$ cat src/shared/dma_regs_pkg.sv
`default_nettype none
package dma_regs_pkg;

  // ---------------------------------------------------------------
  // Register map (byte offsets, one aligned word each)
  // ---------------------------------------------------------------
  localparam logic [7:0] STATUS_OFS      = 8'h00;
  localparam logic [7:0] ADDRESS_OFS     = 8'h04;
  localparam logic [7:0] CHAN_BASE_OFS   = 8'h10;
  localparam logic [7:0] CHAN_STRIDE     = 8'h10;
  localparam logic [7:0] SRC_LEN_OFS     = 8'h00;
  localparam logic [7:0] DST_LEN_OFS     = 8'h04;

  // ---------------------------------------------------------------
  // Field layout and reset values
  // ---------------------------------------------------------------
  localparam int          DIR_BIT        = 3;
  localparam int          CHAN_LSB       = 0;
  localparam int          CHAN_W         = 3;
  localparam int          LEN_W          = 16;
  localparam logic [31:0] WORD_RESET     = 32'h0000_0000;
  localparam logic [15:0] LEN_RESET      = 16'h0000;
  localparam logic [31:0] UNMAPPED_DATA  = 32'h0000_0000;

  // Snapshot of one DMA bus access as seen by the status logic
  typedef struct packed {
    logic        is_read;
    logic [2:0]  channel;
    logic [31:0] address;
  } access_t;

endpackage
`default_nettype wire

$ cat src/hdl/access_capture.sv
`timescale 1ns/10ps
`default_nettype none
// -----------------------------------------------------------------
// Last-access capture
// -----------------------------------------------------------------
module access_capture (
  input  wire logic                 clk_i,     // System clock
  input  wire logic                 rst_n_i,   // Async reset, low
  input  wire logic                 valid_i,   // Transfer strobe
  input  wire dma_regs_pkg::access_t acc_i,    // Transfer details
  output var  dma_regs_pkg::access_t last_o    // Held snapshot
);

  dma_regs_pkg::access_t last_ff;

  // One register for all fields keeps them describing one access
  always_ff @(posedge clk_i or negedge rst_n_i) begin
    if (!rst_n_i) begin
      last_ff <= '0;
    end else if (valid_i) begin
      last_ff <= acc_i;
    end
  end

  assign last_o = last_ff;
endmodule
`default_nettype wire

$ cat src/hdl/dma_status_regs.sv
// The address-and-strobe port and the register offsets were decided locally.
`timescale 1ns/10ps
`default_nettype none
module dma_status_regs #(
  parameter int CHANNELS = 8
) (
  input  wire logic        REF_CLK_I,    // 25 MHz system clock
  input  wire logic        RESET_N_I,    // Async reset, low
  input  wire logic [7:0]  ADDR_I,       // Register byte address
  input  wire logic [31:0] WDATA_I,      // Write data
  input  wire logic        WR_I,         // Write strobe
  input  wire logic        RD_I,         // Read strobe
  output logic      [31:0] RDATA_O,      // Read data, cycle after RD_I
  input  wire logic        XFER_VALID_I, // DMA bus transfer strobe
  input  wire logic        XFER_READ_I,  // Transfer is a read
  input  wire logic [2:0]  XFER_CHAN_I,  // Channel doing the transfer
  input  wire logic [31:0] XFER_ADDR_I,  // Transfer address
  output logic [CHANNELS*16-1:0] SRC_LEN_O, // Source byte counts
  output logic [CHANNELS*16-1:0] DST_LEN_O  // Destination byte counts
);

  // ---------------------------------------------------------------
  // Address decode
  // ---------------------------------------------------------------
  function automatic logic chan_hit(input logic [7:0] a, input int ch, input logic [7:0] ofs);
    logic [7:0] base;
    base = 8'(dma_regs_pkg::CHAN_BASE_OFS + dma_regs_pkg::CHAN_STRIDE * ch);
    return a == 8'(base + ofs);
  endfunction

  function automatic logic [31:0] status_word(input dma_regs_pkg::access_t s);
    logic [31:0] w;
    w = dma_regs_pkg::WORD_RESET;
    w[dma_regs_pkg::DIR_BIT] = s.is_read;
    w[dma_regs_pkg::CHAN_LSB +: dma_regs_pkg::CHAN_W] = s.channel;
    return w;
  endfunction

  // Upper half is never stored, so it is rebuilt as zero on each read
  function automatic logic [31:0] len_word(input logic [15:0] len);
    return {16'h0000, len};
  endfunction

  // First and last channel words, watched by the checks
  localparam logic [7:0] SRC_FIRST_OFS = 8'(dma_regs_pkg::CHAN_BASE_OFS
                                           + dma_regs_pkg::SRC_LEN_OFS);
  localparam logic [7:0] DST_FIRST_OFS = 8'(dma_regs_pkg::CHAN_BASE_OFS
                                           + dma_regs_pkg::DST_LEN_OFS);
  localparam logic [7:0] SRC_LAST_OFS  = 8'(dma_regs_pkg::CHAN_BASE_OFS
    + dma_regs_pkg::CHAN_STRIDE * (CHANNELS - 1) + dma_regs_pkg::SRC_LEN_OFS);
  localparam logic [7:0] DST_LAST_OFS  = 8'(dma_regs_pkg::CHAN_BASE_OFS
    + dma_regs_pkg::CHAN_STRIDE * (CHANNELS - 1) + dma_regs_pkg::DST_LEN_OFS);

  // ---------------------------------------------------------------
  // Word select
  // ---------------------------------------------------------------
  logic                status_sel;
  logic                address_sel;
  logic [CHANNELS-1:0] src_sel;
  logic [CHANNELS-1:0] dst_sel;

  // One decode feeds both the write and the read path
  always_comb begin
    status_sel  = (ADDR_I == dma_regs_pkg::STATUS_OFS);
    address_sel = (ADDR_I == dma_regs_pkg::ADDRESS_OFS);
    for (int i = 0; i < CHANNELS; i++) begin
      src_sel[i] = chan_hit(ADDR_I, i, dma_regs_pkg::SRC_LEN_OFS);
      dst_sel[i] = chan_hit(ADDR_I, i, dma_regs_pkg::DST_LEN_OFS);
    end
  end

  // ---------------------------------------------------------------
  // Transfer capture
  // ---------------------------------------------------------------
  dma_regs_pkg::access_t acc;
  dma_regs_pkg::access_t last;

  assign acc.is_read = XFER_READ_I;
  assign acc.channel = XFER_CHAN_I;
  assign acc.address = XFER_ADDR_I;

  access_capture u_capture (
    .clk_i   (REF_CLK_I),
    .rst_n_i (RESET_N_I),
    .valid_i (XFER_VALID_I),
    .acc_i   (acc),
    .last_o  (last)
  );

  // ---------------------------------------------------------------
  // Channel length registers
  // ---------------------------------------------------------------
  logic [15:0] src_len_ff [CHANNELS];
  logic [15:0] dst_len_ff [CHANNELS];

  // Source and destination counts kept in separate processes
  always_ff @(posedge REF_CLK_I or negedge RESET_N_I) begin
    if (!RESET_N_I) begin
      for (int i = 0; i < CHANNELS; i++) begin
        src_len_ff[i] <= dma_regs_pkg::LEN_RESET;
      end
    end else if (WR_I) begin
      for (int i = 0; i < CHANNELS; i++) begin
        if (src_sel[i]) begin
          src_len_ff[i] <= WDATA_I[15:0];
        end
      end
    end
  end

  always_ff @(posedge REF_CLK_I or negedge RESET_N_I) begin
    if (!RESET_N_I) begin
      for (int i = 0; i < CHANNELS; i++) begin
        dst_len_ff[i] <= dma_regs_pkg::LEN_RESET;
      end
    end else if (WR_I) begin
      for (int i = 0; i < CHANNELS; i++) begin
        if (dst_sel[i]) begin
          dst_len_ff[i] <= WDATA_I[15:0];
        end
      end
    end
  end

  // Outputs straight from the length flops
  always_comb begin
    for (int i = 0; i < CHANNELS; i++) begin
      SRC_LEN_O[i*16 +: 16] = src_len_ff[i];
      DST_LEN_O[i*16 +: 16] = dst_len_ff[i];
    end
  end

  // ---------------------------------------------------------------
  // Read path
  // ---------------------------------------------------------------
  logic [31:0] nxt_rdata;
  logic [31:0] rdata_ff;

  always_comb begin
    nxt_rdata = dma_regs_pkg::UNMAPPED_DATA;
    if (status_sel) begin
      nxt_rdata = status_word(last);
    end else if (address_sel) begin
      nxt_rdata = last.address;
    end
    for (int i = 0; i < CHANNELS; i++) begin
      if (src_sel[i]) begin
        nxt_rdata = len_word(src_len_ff[i]);
      end
      if (dst_sel[i]) begin
        nxt_rdata = len_word(dst_len_ff[i]);
      end
    end
  end

  // Data stands only in the cycle after the strobe
  always_ff @(posedge REF_CLK_I or negedge RESET_N_I) begin
    if (!RESET_N_I) begin
      rdata_ff <= dma_regs_pkg::WORD_RESET;
    end else if (RD_I) begin
      rdata_ff <= nxt_rdata;
    end else begin
      rdata_ff <= dma_regs_pkg::WORD_RESET;
    end
  end

  assign RDATA_O = rdata_ff;
endmodule
`default_nettype wire

$ cat config.mk
export PLATFORM = sky130hd
export DESIGN_NAME = dma_status_regs
export DESIGN_NICKNAME = d
export VERILOG_FILES = /design/src/shared/dma_regs_pkg.sv /design/src/hdl/access_capture.sv /design/src/hdl/dma_status_regs.sv
export SDC_FILE = /design/constraint.sdc
export NUM_CORES = 1
export LEC_CHECK = 0
export BUFFER_PORTS_ARGS = -buffer_cell sky130_fd_sc_hd__buf_2
export CELL_PAD_IN_SITES_DETAIL_PLACEMENT = 1
export CELL_PAD_IN_SITES_GLOBAL_PLACEMENT = 1
export CORE_MARGIN = 1.5
export CORE_UTILIZATION = 24
export CTS_CLUSTER_SIZE = 40
export DETAILED_ROUTE_END_ITERATION = 7
export GPL_TIMING_DRIVEN = 0
export PLACE_DENSITY = 0.64
export SLEW_MARGIN = 40
export SYNTH_ARGS = -nofsm -noshare
export SYNTH_HDL_FRONTEND = slang
export SYNTH_SLANG_ARGS = --single-unit
$ cat constraint.sdc
create_clock -name REF_CLK_I -period 1.8 [get_ports REF_CLK_I]
set_clock_uncertainty 0.1 [all_clocks]
set_input_delay 0.09 -clock REF_CLK_I [delete_from_list [all_inputs] [get_ports REF_CLK_I]]
set_output_delay 0.09 -clock REF_CLK_I [all_outputs]
set_load 0.01 [all_outputs]
==> results.sh <==
export IMPL_fp_dieH_um=255
export IMPL_p_sw_frac=0.267
export IMPL_fillers=6954
export IMPL_yosysSeqAreaShare=0.531
export IMPL_grt_first_pass_wirelength_um=110000
export IMPL_nets=1817
export IMPL_required_ns=2.17
export IMPL_synth_edff_count=0
export IMPL_met1_usage=0.290
export IMPL_place_congestion=0.951
export IMPL_numCtsBuffers=38
export IMPL_met3_usage=0.0763
export IMPL_r2r_start="DST_LEN_O[12]"
export IMPL_hold_slack_ns=-0.0604
export IMPL_cts_buffer_depth=3
export IMPL_area_delta_synth_final_pct=38.7
export IMPL_netlist_instances=1258
export IMPL_power_internal_mw=14.0
export IMPL_die_area_sq_um=65100
export IMPL_status="finished, violations left"
export IMPL_path_class="flop to flop"
export IMPL_r2r_setup_slack_ns=-0.20
export IMPL_dr_first_iter_drc_count=1047
export IMPL_fp_row_count=92
export IMPL_hold_viol=39
export IMPL_p_leak_nw=10.5
export IMPL_r2r_end="RDATA_O[12]"
export IMPL_cts_hold_fix_buffers=54
export IMPL_synth_ff_type="dfrtp_1"
export IMPL_via_per_inst=5.23
export IMPL_min_path_type="primary input to async pin"
export IMPL_die_x_um=255
export IMPL_regArea_sq_um=8110
export IMPL_cts_sinks=324
export IMPL_track_usage=0.241
export IMPL_drv_cap=0
export IMPL_multiInputGateArea_sq_um=7180
export IMPL_cts_tree="built"
export IMPL_grt_max_degree=77
export IMPL_drcViolationCount=0
export IMPL_max_slew_worst_pin_slew_ns=0.764
export IMPL_drive_gt1_frac=0.498
export IMPL_ys_types=71
export IMPL_routed_wl_um=78800
export IMPL_overflow=0
export IMPL_yosysWarnings=0
export IMPL_clock_latency_ns=0.57
export IMPL_setup_tns_ns=-1.07
export IMPL_grt_busiest_layer="met2"
export IMPL_finalWorstSetupSlack_ns=-0.195
export IMPL_core_sq_um=63000
export IMPL_fin_util=0.336
export IMPL_grt_pass1_vias=14452
export IMPL_slew_headroom=0.491
export IMPL_synth_nets=1339
export IMPL_cp_max_fo=3
export IMPL_synthesis_area_sq_um=15300
export IMPL_violations="hold timing, setup timing"
export IMPL_grt_util_met2=0.394
export IMPL_drv_slew=0
export IMPL_post_route_min_period_ns=2.00
export IMPL_rsz0062_at_grt="true"
export IMPL_p_switching_mw=5.11
export IMPL_cp_arrival_ns=2.37
export IMPL_pre_cts_slack_ns=-1.64
export IMPL_dr_pass1_iters=7
export IMPL_ff2ff_path_depth=6
export IMPL_powerDensity_nw_per_um2=904
export IMPL_wl_per_cell_um=30.2
export IMPL_worstSetupStartpointType="flop"
export IMPL_diodes=0
export IMPL_start_util=0.242
export IMPL_peakVddDrop_uv=473
export IMPL_seqPwrFrac=0.418
export IMPL_vias=13657
export IMPL_endpoint_kind="flop"
export IMPL_max_freq_mhz=501
export IMPL_synth_seq_cells=324
export IMPL_avgSynthCellArea_sq_um=12.1
export IMPL_io_pins=369
export IMPL_async_flop_share=1.00
export IMPL_pwr_share_clk=0.459
export IMPL_post_route_period_util=1.11
export IMPL_setup_viol=18
export IMPL_cts_root_buf="clkbuf_16"
export IMPL_p_comb_frac=0.122
export IMPL_numPortBuffers=349
export IMPL_ant_nets=0
export IMPL_antenna_found_initial=0
export IMPL_clkTransAtPathRegs_ns=0.06
export IMPL_htreeDepth=2
export IMPL_dp_hpwl_um=59800
[routing by layer]
layer / wire [um] / vias up
met5: 0 / -
li1: - / 5639
met4: 3540 / 0
met2: 37200 / 637
met1: 31100 / 7210
met3: 6970 / 171
[power groups by stage]
stage,registers [mW],clock network (mW),logic [mW]
floorplan,8.12,0,0.817
CTS,8.00,8.93,2.30
finish,8.01,8.79,2.34
detailed placement,8.14,0,2.12
global placement,8.11,0,2.04
global route,8.05,9.18,2.48
[cells by family (layout without fill, tap and decap cells)]
family	count (synthesis)	in the layout	share of synthesized area
AOI/OAI and AO/OA	272	272	0.117
buffers and inverters	108	614	0.0303
muxes	335	335	0.247
DFF	324	324	0.531
and+or+nand+nor	219	219	0.0740
[sequential cells by signal (all words and copies together), names as in the netlist]
| signal | count |
|---|---|
| DST_LEN_O | 128 |
| SRC_LEN_O | 128 |
| u_capture.last_o | 36 |
| RDATA_O | 32 |
[cell usage in the layout, fill, tap and decap left out, types with 14 or more instances in the layout]
| master | n |
|---|---|
| buf_2 | 361 |
| dfrtp_1 | 321 |
| mux2_2 | 252 |
| a21oi_1 | 73 |
| mux2_1 | 63 |
| dlygate4sd3_1 | 54 |
| nand2_1 | 49 |
| buf_4 | 47 |
| clkbuf_16 | 39 |
| o21ai_0 | 37 |
| nor2_1 | 33 |
| o22ai_1 | 26 |
| clkbuf_1 | 24 |
| nor3_1 | 21 |
| and2_1 | 19 |
| buf_6 | 17 |
| a211oi_1 | 14 |
| mux2i_1 | 14 |
[per-stage QoR]
stage | hold WS [ns] | power, mW | std cells | cell area, sq um
2_1_floorplan | -0.306 | 8.94 | 1258 | 15500
3_3_place_gp | 0.226 | 10.2 | 2453 | 18300
3_5_place_dp | -0.104 | 10.3 | 2458 | 18400
4_1_cts | -0.112 | 19.2 | 2601 | 20900
5_1_grt | -0.0302 | 19.7 | 2610 | 21200
6_report | -0.0604 | 19.1 | 2610 | 21200
[cell type report]
type / instances / share of cell area
Clock inverter: 19 / 0.0145
Sequential cell: 324 / 0.383
Multi-Input combinational cell: 826 / 0.339
Timing Repair Buffer: 442 / 0.128
Buffer: 96 / 0.0316
Inverter: 8 / 0.00154
Clock buffer: 49 / 0.0521
Tap cell: 846 / 0.0500
[synth_stat cells (all sizes together), types with 18 or more instances]
cell,number,area [sq um]
mux2,318,3580
clkbuf,52,195
nor3,28,161
buf,48,238
nand2,63,236
dfrtp,324,8110
o22ai,26,163
o21ai,44,220
a21oi,78,390
and2,20,125
nor2,47,186
a211oi,18,135
[worst max-delay path: stages, from the launching register on]
cell and delay (ns):
dfrtp_1 0.38, mux2i_1 0.10, o221a_2 0.30, o32ai_4 0.26, a22oi_2 0.15, o32a_1 0.38
o31ai_4 0.26
[how the worst max path moves through the flow]
stage                  start     endpoint  cells past startpoint
2_1_floorplan      ADDR_I[4]   RDATA_O[8]                      8
3_3_place_gp       RESET_N_I   RDATA_O[9]                      1
3_5_place_dp       ADDR_I[2]   RDATA_O[6]                      9
4_1_cts        DST_LEN_O[12]  RDATA_O[12]                      6
5_1_grt        DST_LEN_O[12]  RDATA_O[12]                      6
6_report       DST_LEN_O[12]  RDATA_O[12]                      6
[repair_timing]
item | CTS | global route
setup endpoints to repair | 240 | 96
buffers inserted | 25 | 9
gates resized for setup | 103 | 53
endpoints found under the hold margin | 318 | 39
pin swaps | 25 | 16
Note: power is estimated with default switching activity, not from simulation.
